<file path="src/reset_seq_pkg.sv">
package reset_seq_pkg;
	// ************************************************************
	// clock and timing
	// ************************************************************
	localparam int unsigned CLK_HZ = 20_000_000;
	localparam int unsigned CLK_PERIOD_NS = 50;
	localparam int unsigned POWERUP_DELAY_TIME_MS = 72;
	localparam int unsigned RC_OSC_HZ = 100_000;
	localparam int unsigned POWERUP_TIMER_TICKS_DEFAULT = POWERUP_DELAY_TIME_MS * RC_OSC_HZ / 1000;
	localparam int unsigned BROWNOUT_MIN_DURATION_US = 100;
	localparam int unsigned BOR_FILTER_CYCLES_DEFAULT =
		(BROWNOUT_MIN_DURATION_US * 1000 + CLK_PERIOD_NS - 1) / CLK_PERIOD_NS;
	localparam int unsigned OST_CYCLES_DEFAULT = 1024;
	localparam int unsigned MASTER_CLEAR_N_FILTER_CYCLES_DEFAULT = 16;

	// ************************************************************
	// register map
	// ************************************************************
	localparam logic [7:0] CONFIG_WORD_ADDR = 8'h00;
	localparam logic [7:0] STATUS_ADDR = 8'h04;
	localparam logic [7:0] POWER_STATUS_ADDR = 8'h08;
	localparam logic [7:0] RETAINED_ADDR = 8'h0c;
	localparam logic [7:0] SCRATCH_ADDR = 8'h10;

	localparam logic [13:0] CFG_RESET = 14'h3fff;
	localparam int unsigned CFG_BOREN_BIT = 6;
	localparam int unsigned CFG_POWERUP_DELAY_ENABLE_N_N_BIT = 3;
	localparam int unsigned CFG_OSC_LSB = 0;
	localparam logic [1:0] OSC_RC = 2'h3;
	localparam logic [1:0] OSC_HS = 2'h2;
	localparam logic [1:0] OSC_XT = 2'h1;
	localparam logic [1:0] OSC_LP = 2'h0;

	localparam int unsigned STAT_TO_BIT = 0;
	localparam int unsigned STAT_PD_BIT = 1;
	localparam int unsigned STAT_CAUSE_LSB = 2;
	localparam int unsigned STAT_RESET_BIT = 5;
	localparam int unsigned STAT_HOLD_BIT = 6;
	localparam int unsigned PSTAT_BOR_BIT = 0;
	localparam int unsigned PSTAT_POR_BIT = 1;

	localparam logic TO_RESET = 1'b1;
	localparam logic PD_RESET = 1'b1;
	localparam logic POR_STAT_RESET = 1'b0;
	localparam logic BOR_STAT_RESET = 1'b1;
	localparam logic [31:0] SCRATCH_RESET = 32'h0000_0000;

	typedef enum logic [2:0] {
		CAUSE_NONE,
		CAUSE_POWER_ON,
		CAUSE_MASTER_CLEAR_N_RUN,
		CAUSE_MASTER_CLEAR_N_SLEEP,
		CAUSE_WDT_RESET,
		CAUSE_WDT_WAKE,
		CAUSE_BROWNOUT
	} reset_cause_t;

	typedef enum logic [2:0] {
		SEQ_WAIT_SUPPLY,
		SEQ_BOR_HOLD,
		SEQ_POWERUP_TIMER,
		SEQ_OST,
		SEQ_RUN
	} seq_state_t;
endpackage : reset_seq_pkg

</file>
<file path="src/filt_if.sv">
`timescale 1ns/1ns
`default_nettype none
interface filt_if;
	logic level;
	logic rose;
	logic fell;
	modport src (output level, output rose, output fell);
	modport dst (input level, input rose, input fell);
endinterface : filt_if
`default_nettype wire

</file>
<file path="src/level_filter.sv">
`timescale 1ns/1ns
`default_nettype none
module level_filter #(
	parameter int unsigned RISE_CYCLES = 1,
	parameter int unsigned FALL_CYCLES = 1,
	parameter logic INIT = 1'b0
) (
	// clock and reset
	input wire logic hclk,
	input wire logic hresetn,
	// raw asynchronous input
	input wire logic raw,
	// filtered level and edges
	filt_if.src out
);
	localparam int unsigned MAXC = (RISE_CYCLES > FALL_CYCLES) ? RISE_CYCLES : FALL_CYCLES;
	localparam int unsigned CNT_W = $clog2(MAXC + 1);

	logic s1_q, s2_q, s3_q, level_q, rose_q, fell_q;
	logic [CNT_W-1:0] cnt_q;
	logic agree, differ, flip;
	logic [CNT_W-1:0] need;

	// a change only counts while the second and third stages agree
	assign agree = (s2_q == s3_q);
	assign differ = agree && (s3_q != level_q);
	assign need = level_q ? CNT_W'(FALL_CYCLES - 1) : CNT_W'(RISE_CYCLES - 1);
	assign flip = differ && (cnt_q == need);

	always_ff @(posedge hclk or negedge hresetn) begin
		if (!hresetn) begin
			s1_q <= INIT;
			s2_q <= INIT;
			s3_q <= INIT;
		end else begin
			s1_q <= raw;
			s2_q <= s1_q;
			s3_q <= s2_q;
		end
	end

	// any glitch back to the old level restarts the count
	always_ff @(posedge hclk or negedge hresetn) begin
		if (!hresetn) begin
			cnt_q <= '0;
			level_q <= INIT;
			rose_q <= 1'b0;
			fell_q <= 1'b0;
		end else begin
			cnt_q <= (!differ || flip) ? '0 : cnt_q + 1'b1;
			level_q <= flip ? !level_q : level_q;
			rose_q <= flip && !level_q;
			fell_q <= flip && level_q;
		end
	end

	assign out.level = level_q;
	assign out.rose = rose_q;
	assign out.fell = fell_q;
endmodule : level_filter
`default_nettype wire

</file>
<file path="src/reset_timeout_sequencer.sv">
// The AHB-Lite interface to the registers and the placing of the registers are this design's own decisions.
`timescale 1ns/1ns
`default_nettype none
module reset_timeout_sequencer
	import reset_seq_pkg::*;
#(
	parameter int unsigned MASTER_CLEAR_N_FILTER_CYCLES = reset_seq_pkg::MASTER_CLEAR_N_FILTER_CYCLES_DEFAULT,
	parameter int unsigned BOR_FILTER_CYCLES = reset_seq_pkg::BOR_FILTER_CYCLES_DEFAULT,
	parameter int unsigned POWERUP_TIMER_TICKS = reset_seq_pkg::POWERUP_TIMER_TICKS_DEFAULT,
	parameter int unsigned OST_CYCLES = reset_seq_pkg::OST_CYCLES_DEFAULT
) (
	// clock and reset
	input wire logic hclk,
	input wire logic hresetn,
	// ahb-lite slave
	input wire logic hsel,
	input wire logic [31:0] haddr,
	input wire logic [1:0] htrans,
	input wire logic hwrite,
	input wire logic [2:0] hsize,
	input wire logic [31:0] hwdata,
	input wire logic hready,
	output logic [31:0] hrdata,
	output logic hreadyout,
	output logic hresp,
	// supply monitor and pins
	input wire logic supply_rise_det,
	input wire logic brownout_detect,
	input wire logic master_clear_n,
	input wire logic osc_input_pin,
	input wire logic rc_osc_clk,
	// core side
	input wire logic cpu_asleep,
	input wire logic watchdog_timeout,
	input wire logic watchdog_clear,
	input wire logic sleep_cmd,
	output logic core_reset_n,
	output logic core_hold,
	output logic watchdog_wake
);
	import reset_seq_pkg::*;

	localparam int unsigned POWERUP_TIMER_W = $clog2(POWERUP_TIMER_TICKS + 1);
	localparam int unsigned OST_W = $clog2(OST_CYCLES + 1);

	// ************************************************************
	// input conditioning
	// ************************************************************
	// pins are sampled on hclk, so the oscillator and rc inputs must stay
	// well below a quarter of hclk; a faster crystal needs a prescaler
	filt_if supply_f ();
	filt_if bor_f ();
	filt_if master_clear_n_f ();
	filt_if osc_f ();
	filt_if rc_f ();

	level_filter #(.RISE_CYCLES(1), .FALL_CYCLES(1), .INIT(1'b0)) u_supply (
		.hclk(hclk), .hresetn(hresetn), .raw(supply_rise_det), .out(supply_f)
	);
	level_filter #(.RISE_CYCLES(BOR_FILTER_CYCLES), .FALL_CYCLES(1), .INIT(1'b0)) u_bor (
		.hclk(hclk), .hresetn(hresetn), .raw(brownout_detect), .out(bor_f)
	);
	level_filter #(
		.RISE_CYCLES(MASTER_CLEAR_N_FILTER_CYCLES), .FALL_CYCLES(MASTER_CLEAR_N_FILTER_CYCLES), .INIT(1'b1)
	) u_master_clear_n (
		.hclk(hclk), .hresetn(hresetn), .raw(master_clear_n), .out(master_clear_n_f)
	);
	level_filter #(.RISE_CYCLES(1), .FALL_CYCLES(1), .INIT(1'b0)) u_osc (
		.hclk(hclk), .hresetn(hresetn), .raw(osc_input_pin), .out(osc_f)
	);
	level_filter #(.RISE_CYCLES(1), .FALL_CYCLES(1), .INIT(1'b0)) u_rc (
		.hclk(hclk), .hresetn(hresetn), .raw(rc_osc_clk), .out(rc_f)
	);

	// ************************************************************
	// configuration decode
	// ************************************************************
	logic [13:0] cfg_q;
	logic boren, powerup_delay_enable_n_n, powerup_timer_on, crystal;
	logic [1:0] osc_mode_select;
	assign boren = cfg_q[CFG_BOREN_BIT];
	assign powerup_delay_enable_n_n = cfg_q[CFG_POWERUP_DELAY_ENABLE_N_N_BIT];
	assign osc_mode_select = cfg_q[CFG_OSC_LSB +: 2];
	assign powerup_timer_on = !powerup_delay_enable_n_n || boren;
	assign crystal = (osc_mode_select == OSC_LP) || (osc_mode_select == OSC_XT)
		|| (osc_mode_select == OSC_HS);

	// ************************************************************
	// reset events
	// ************************************************************
	seq_state_t state_q, state_d;
	logic wake_q, from_por_q;
	logic por_evt, bor_low, bor_evt, master_clear_n_low, master_clear_n_evt;
	logic wdt_rst_evt, wdt_wake_evt, ost_wake;
	logic powerup_timer_done, ost_done, in_reset_d;
	logic [POWERUP_TIMER_W-1:0] powerup_timer_cnt_q;
	logic [OST_W-1:0] ost_cnt_q;

	assign por_evt = supply_f.rose;
	assign bor_low = boren && bor_f.level;
	assign bor_evt = bor_low && !por_evt && (state_q != SEQ_BOR_HOLD)
		&& (state_q != SEQ_WAIT_SUPPLY);
	assign master_clear_n_low = !master_clear_n_f.level;
	assign master_clear_n_evt = master_clear_n_f.fell;
	assign wdt_rst_evt = watchdog_timeout && !cpu_asleep && (state_q == SEQ_RUN);
	assign wdt_wake_evt = watchdog_timeout && cpu_asleep && (state_q == SEQ_RUN);
	assign ost_wake = wdt_wake_evt && crystal && !master_clear_n_low;
	assign powerup_timer_done = (state_q == SEQ_POWERUP_TIMER) && rc_f.rose
		&& (powerup_timer_cnt_q == POWERUP_TIMER_W'(POWERUP_TIMER_TICKS - 1));
	assign ost_done = (state_q == SEQ_OST) && osc_f.rose
		&& (ost_cnt_q == OST_W'(OST_CYCLES - 1));

	// ************************************************************
	// time-out sequence
	// ************************************************************
	always_comb begin
		state_d = state_q;
		case (state_q)
			SEQ_WAIT_SUPPLY: state_d = SEQ_WAIT_SUPPLY;
			SEQ_BOR_HOLD: if (!bor_low) state_d = SEQ_POWERUP_TIMER;
			SEQ_POWERUP_TIMER: if (powerup_timer_done) begin
				state_d = (from_por_q && crystal) ? SEQ_OST : SEQ_RUN;
			end
			SEQ_OST: if (ost_done) state_d = SEQ_RUN;
			SEQ_RUN: if (ost_wake) state_d = SEQ_OST;
			default: state_d = SEQ_WAIT_SUPPLY;
		endcase
		if (bor_evt) state_d = SEQ_BOR_HOLD;
		if (por_evt) begin
			state_d = powerup_timer_on ? SEQ_POWERUP_TIMER : (crystal ? SEQ_OST : SEQ_RUN);
		end
	end

	// the watchdog only reaches the internal core reset; the clear pin is
	// an input here and nothing can pull it
	assign in_reset_d = ((state_d != SEQ_RUN) && !(state_d == SEQ_OST && (wake_q || ost_wake)
		&& !bor_evt && !por_evt)) || master_clear_n_low || wdt_rst_evt;

	always_ff @(posedge hclk or negedge hresetn) begin
		if (!hresetn) begin
			state_q <= SEQ_WAIT_SUPPLY;
			wake_q <= 1'b0;
			from_por_q <= 1'b0;
		end else begin
			state_q <= state_d;
			wake_q <= ost_wake || (wake_q && (state_d == SEQ_OST) && !bor_evt && !por_evt);
			from_por_q <= por_evt || (from_por_q && !bor_evt);
		end
	end

	// counters restart whenever their stage is entered afresh
	always_ff @(posedge hclk or negedge hresetn) begin
		if (!hresetn) begin
			powerup_timer_cnt_q <= '0;
			ost_cnt_q <= '0;
		end else begin
			if (state_q != SEQ_POWERUP_TIMER || por_evt || bor_evt || powerup_timer_done) begin
				powerup_timer_cnt_q <= '0;
			end else if (rc_f.rose) begin
				powerup_timer_cnt_q <= powerup_timer_cnt_q + 1'b1;
			end
			if (state_q != SEQ_OST || por_evt || bor_evt || ost_done) begin
				ost_cnt_q <= '0;
			end else if (osc_f.rose) begin
				ost_cnt_q <= ost_cnt_q + 1'b1;
			end
		end
	end

	always_ff @(posedge hclk or negedge hresetn) begin
		if (!hresetn) begin
			core_reset_n <= 1'b0;
			core_hold <= 1'b1;
			watchdog_wake <= 1'b0;
		end else begin
			core_reset_n <= !in_reset_d;
			core_hold <= in_reset_d || (state_d != SEQ_RUN);
			watchdog_wake <= wdt_wake_evt;
		end
	end

	// ************************************************************
	// cause and status flags
	// ************************************************************
	reset_cause_t cause_q;
	logic timeout_flag_q, powerdown_flag_q, por_stat_q, bor_stat_q;
	logic wr_q, rd_take, take;
	logic [7:0] waddr_q;
	logic whi_q;

	function automatic logic hit(input logic [7:0] a, input logic hi, input logic [7:0] off);
		hit = hi && (a == off);
	endfunction : hit

	logic wr_cfg, wr_pstat, wr_keep, wr_scr;
	assign wr_cfg = wr_q && hit(waddr_q, whi_q, CONFIG_WORD_ADDR);
	assign wr_pstat = wr_q && hit(waddr_q, whi_q, POWER_STATUS_ADDR);
	assign wr_keep = wr_q && hit(waddr_q, whi_q, RETAINED_ADDR);
	assign wr_scr = wr_q && hit(waddr_q, whi_q, SCRATCH_ADDR);

	always_ff @(posedge hclk or negedge hresetn) begin
		if (!hresetn) begin
			cause_q <= CAUSE_NONE;
			timeout_flag_q <= TO_RESET;
			powerdown_flag_q <= PD_RESET;
		end else if (por_evt) begin
			cause_q <= CAUSE_POWER_ON;
			timeout_flag_q <= 1'b1;
			powerdown_flag_q <= 1'b1;
		end else if (bor_evt) begin
			cause_q <= CAUSE_BROWNOUT;
			timeout_flag_q <= 1'b1;
			powerdown_flag_q <= 1'b1;
		end else if (master_clear_n_evt) begin
			cause_q <= cpu_asleep ? CAUSE_MASTER_CLEAR_N_SLEEP : CAUSE_MASTER_CLEAR_N_RUN;
			timeout_flag_q <= cpu_asleep ? 1'b1 : timeout_flag_q;
			powerdown_flag_q <= cpu_asleep ? 1'b0 : powerdown_flag_q;
		end else if (wdt_rst_evt) begin
			cause_q <= CAUSE_WDT_RESET;
			timeout_flag_q <= 1'b0;
			powerdown_flag_q <= 1'b1;
		end else if (wdt_wake_evt) begin
			cause_q <= CAUSE_WDT_WAKE;
			timeout_flag_q <= 1'b0;
			powerdown_flag_q <= 1'b0;
		end else if (watchdog_clear) begin
			timeout_flag_q <= 1'b1;
			powerdown_flag_q <= 1'b1;
		end else if (sleep_cmd) begin
			timeout_flag_q <= 1'b1;
			powerdown_flag_q <= 1'b0;
		end
	end

	// the hardware clear beats a software set in the same cycle
	always_ff @(posedge hclk or negedge hresetn) begin
		if (!hresetn) begin
			por_stat_q <= POR_STAT_RESET;
			bor_stat_q <= BOR_STAT_RESET;
		end else begin
			if (por_evt) begin
				por_stat_q <= 1'b0;
			end else if (wr_pstat && hwdata[PSTAT_POR_BIT]) begin
				por_stat_q <= 1'b1;
			end
			if (bor_evt) begin
				bor_stat_q <= 1'b0;
			end else if (wr_pstat && hwdata[PSTAT_BOR_BIT]) begin
				bor_stat_q <= 1'b1;
			end
		end
	end

	// ************************************************************
	// registers and ahb-lite slave
	// ************************************************************
	logic [31:0] keep_q, scratch_q, rd_word, status_word, pstat_word;
	logic hi_zero;

	// no reset: contents survive every reset and are unknown after power-up
	always_ff @(posedge hclk) begin
		if (wr_keep) keep_q <= hwdata;
	end

	always_ff @(posedge hclk or negedge hresetn) begin
		if (!hresetn) begin
			scratch_q <= SCRATCH_RESET;
			cfg_q <= CFG_RESET;
		end else begin
			if (!core_reset_n) begin
				scratch_q <= SCRATCH_RESET;
			end else if (wr_scr) begin
				scratch_q <= hwdata;
			end
			if (wr_cfg) cfg_q <= hwdata[13:0];
		end
	end

	always_comb begin
		status_word = 32'h0000_0000;
		status_word[STAT_TO_BIT] = timeout_flag_q;
		status_word[STAT_PD_BIT] = powerdown_flag_q;
		status_word[STAT_CAUSE_LSB +: 3] = cause_q;
		status_word[STAT_RESET_BIT] = !core_reset_n;
		status_word[STAT_HOLD_BIT] = core_hold;
		pstat_word = 32'h0000_0000;
		pstat_word[PSTAT_POR_BIT] = por_stat_q;
		pstat_word[PSTAT_BOR_BIT] = bor_stat_q;
	end

	// word transfers only; other sizes are ignored and leave hrdata unchanged; unmapped addresses read zero
	assign take = hsel && hready && htrans[1] && (hsize == 3'h2);
	assign rd_take = take && !hwrite;
	assign hi_zero = (haddr[31:8] == 24'h00_0000);
	assign rd_word = hit(haddr[7:0], hi_zero, CONFIG_WORD_ADDR) ? {18'h0_0000, cfg_q}
		: hit(haddr[7:0], hi_zero, STATUS_ADDR) ? status_word
		: hit(haddr[7:0], hi_zero, POWER_STATUS_ADDR) ? pstat_word
		: hit(haddr[7:0], hi_zero, RETAINED_ADDR) ? keep_q
		: hit(haddr[7:0], hi_zero, SCRATCH_ADDR) ? scratch_q
		: 32'h0000_0000;
	assign hreadyout = 1'b1;
	assign hresp = 1'b0;

	always_ff @(posedge hclk or negedge hresetn) begin
		if (!hresetn) begin
			wr_q <= 1'b0;
			waddr_q <= 8'h00;
			whi_q <= 1'b0;
			hrdata <= 32'h0000_0000;
		end else begin
			wr_q <= take && hwrite;
			if (take) waddr_q <= haddr[7:0];
			if (take) whi_q <= hi_zero;
			if (rd_take) hrdata <= rd_word;
		end
	end
endmodule : reset_timeout_sequencer
`default_nettype wire

</file>
<file path="config.mk">
export PLATFORM = sky130hd
export DESIGN_NAME = reset_timeout_sequencer
export DESIGN_NICKNAME = d
export VERILOG_FILES = /design/src/reset_seq_pkg.sv /design/src/filt_if.sv /design/src/level_filter.sv /design/src/reset_timeout_sequencer.sv
export SDC_FILE = /design/constraint.sdc
export NUM_CORES = 1
export LEC_CHECK = 0
export BUFFER_PORTS_ARGS = -buffer_cell sky130_fd_sc_hd__buf_2
export CORE_MARGIN = 1.5
export CORE_UTILIZATION = 52
export CTS_BUF_LIST = sky130_fd_sc_hd__clkbuf_16
export DETAILED_ROUTE_END_ITERATION = 6
export PLACE_DENSITY = 0.76
export SLEW_MARGIN = 20
export SYNTH_ARGS = -nofsm -noshare
export SYNTH_HDL_FRONTEND = slang
export SYNTH_SLANG_ARGS = --single-unit
</file>
<file path="constraint.sdc">
create_clock -name hclk -period 4.21 [get_ports hclk]
set_input_delay 0.6315 -clock hclk [delete_from_list [all_inputs] [get_ports hclk]]
set_output_delay 0.6315 -clock hclk [all_outputs]
set_load 0.01 [all_outputs]
</file>
==> metrics <==
CP startpoint kind=register; DIE WIDTH=roughly 130 µm; routed len/inst=16.7 µm; most frequent cell after synthesis=dfrtp_1; CTS clk-pin slew, worst paths=about 0.060 ns; Slew Viols, Final=0; Pre-antenna DRT Iters=5; Max-Cap Viols=0; syn avg cell area=11.2 µm²; die height=approximately 130 µm; largest cells by area after synthesis=dfrtp_1 43%, edfxtp_1 11%, dfstp_2 6.6%; post-synth top area share=0.425; Yosys warning count=0; Critical Path End Type=register; post-cts resize count=0; min-delay worst type=in2async; FF-to-FF path depth=6; via count=between 6000 and 7000; die area=17500 µm²; Fillers=1304; Nets=985; Sink Count=202; CTS Hold Buffers Added=0; PwrDens=389 nW/µm²; number of synthesized flops with an enable pin=32; R2R setup slack=1.57 ns; Detailed Place HPWL=between 10 and 15 mm; final worst path period need=~2.6 ns; async set-reset flop share out of synthesis=0.842; global-route usage over all layers=0.221; I/O pin cnt=120; reg2reg start=waddr_q[5]; Cell Rows=47; Post-synth top cells=148 x dfrtp_1, 129 x nand2_1, 68 x nor2_1, 37 x o21ai_0, 32 x edfxtp_1; Yosys top cell by area=dfrtp_1; final setup vio count=0; Hold Fails Final Rpt=0; CTS tree=built; drt initial violations=491; WP data required=4.56 ns; main flop type after synthesis=dfrtp_1; Max-slew headroom=0.301; Worst EP arrival=2.99 ns; ANT nets after route=0; CTS buffer count=21; status=completed; DRC errors left=0; H-tree levels=1; unrepaired setup endpoints after global routing=false; Critical R2R Capture=scratch_q[30]; Hold WS=between 0.15 and 0.2 ns; vias per cell=5.56; Netlist cell types=67; Leak=roughly 4.3 nW; measured slew at the worst slew-check pin=around 1.0 ns; cells after synthesis=around 780; final worst-path cycle share=0.627; Port Buf Inserts=116; GRT overflow=0; number of global-route vias before repair=around 6300; initial antenna violation count=4; final wirelength=18.9 mm; largest net degree at the start of global routing=just under 80; kind of critical path=reg2reg; area grow syn2layout=17.2%; Non-Filler Instances=approximately 1100; Clock Path Buffers=3; setup TNS=0 ns; Max VDD drop=257 µV; CP max FO=17; setup bufs post-CTS=0; Placer Congestion=approximately 0.9; Seq/Total Area, Yosys=0.602; clk_lat worst skew=0.49 ns; dpl cells=1094; Clock Skew=~0.018 ns; fmax=about 380 MHz; core area=16500 µm²; Starting Density=0.529; layout cell share with drive strength beyond 1=0.244; first-pass GRT wire length=31.3 mm; flop and latch count out of synthesis=202; Root Driver=clkbuf_16; mapped cell area=just under 9000 µm²
## cell usage in the layout (no fill, tap or decap), types with 4 or more instances in the layout
master and instances:
nand4_1 14, o21ai_0 37, nand2b_1 5, a21boi_0 25, o41ai_1 6, clkinv_1 7
xor2_1 15, xnor2_1 15, and3_1 8, a21oi_1 22, nand2_1 129, o21ai_1 4
buf_4 13, a32oi_1 18, nand3_1 14, buf_2 115, a22oi_1 8, or3_1 4
ha_1 5, nor2b_1 7, a2bb2oi_1 4, edfxtp_1 32, conb_1 5, clkbuf_16 21
dfrtp_1 148, diode_2 4, mux2_2 29, o31ai_1 10, dfstp_2 22, a21boi_1 8
nor3_1 6, inv_1 19, nor4_1 9, and3b_1 4, nor2_1 68
## layer usage
metal | routed length [µm] | global-route usage | vias to the layer above
li1 | - | - | 3012
met3 | 1210 | 0.0423 | 39
met5 | 0 | 0 | -
met4 | 438 | 0.0733 | 0
met2 | 9010 | 0.356 | 192
met1 | 8240 | 0.304 | 3066
## power by group
part | switching, mW | internal (mW) | total, mW
logic | 0.106 | 0.0865 | 0.193
registers | 0.0405 | 2.04 | 2.08
clock network | 0.730 | 0.968 | 1.70
## registers in the layout, summed over array words and instances, names as in the netlist, 3 cells and up
register	flops
hrdata	32
keep_q	32
scratch_q	32
cfg_q	14
powerup_timer_cnt_q	13
ost_cnt_q	11
u_bor.cnt_q	11
waddr_q	8
u_master_clear_n.cnt_q	5
cause_q	3
state_q	3
## layout make-up
class	count	area [µm²]	area share
multi-input cells	526	3280	0.322
clock inverters	16	103	0.0101
well taps	220	275	0.0270
inverters	16	60.1	0.00589
clock buffers	21	526	0.0515
repair buffers	130	704	0.0690
diodes	4	10.0	0.000981
flip-flops and latches	202	5240	0.514
## how the worst max path moves through the flow
stage / startpoint / endpoint / slack, ns / cells after the start
after floorplan: waddr_q[5] / keep_q[0] / 0.94 / 3
after global placement: haddr[27] / hrdata[3] / 1.49 / 6
after detailed placement: haddr[20] / hrdata[4] / 1.44 / 6
after CTS: waddr_q[5] / scratch_q[30] / 1.54 / 6
after global routing: waddr_q[5] / scratch_q[30] / 1.36 / 6
final: waddr_q[5] / scratch_q[30] / 1.57 / 6
## worst max-delay path, cell delays in order (launching register included)
cell      delay (ns)
dfrtp_1         0.37
nor4b_1         0.34
nand3_1         0.33
or4b_1          0.92
buf_4           0.35
nand2_1         0.09
a21boi_0        0.09
## logic make-up (layout without fill, tap and decap cells)
family	after synthesis	in the layout	share of synthesized area
AO/OA/AOI/OAI	160	160	0.128
XOR/XNOR	30	30	0.0302
adder cells (fa/ha/maj)	5	5	0.00719
buffers and inverters	53	183	0.0244
flip-flops	202	202	0.602
multiplexers	34	34	0.0461
other	2	9	0.000863
AND/OR/NAND/NOR	292	292	0.161
## through the flow
stage,util,instance area (µm²),power [mW],setup slack (ns)
after detailed placement,0.581,9570,2.31,1.44
after floorplan,-,8720,2.19,0.939
after global routing,0.619,10200,4.10,1.36
final,0.620,10200,3.97,1.57
after global placement,0.581,9570,2.30,1.49
after CTS,0.619,10200,4.01,1.54
(Power assumes the default switching activity.)
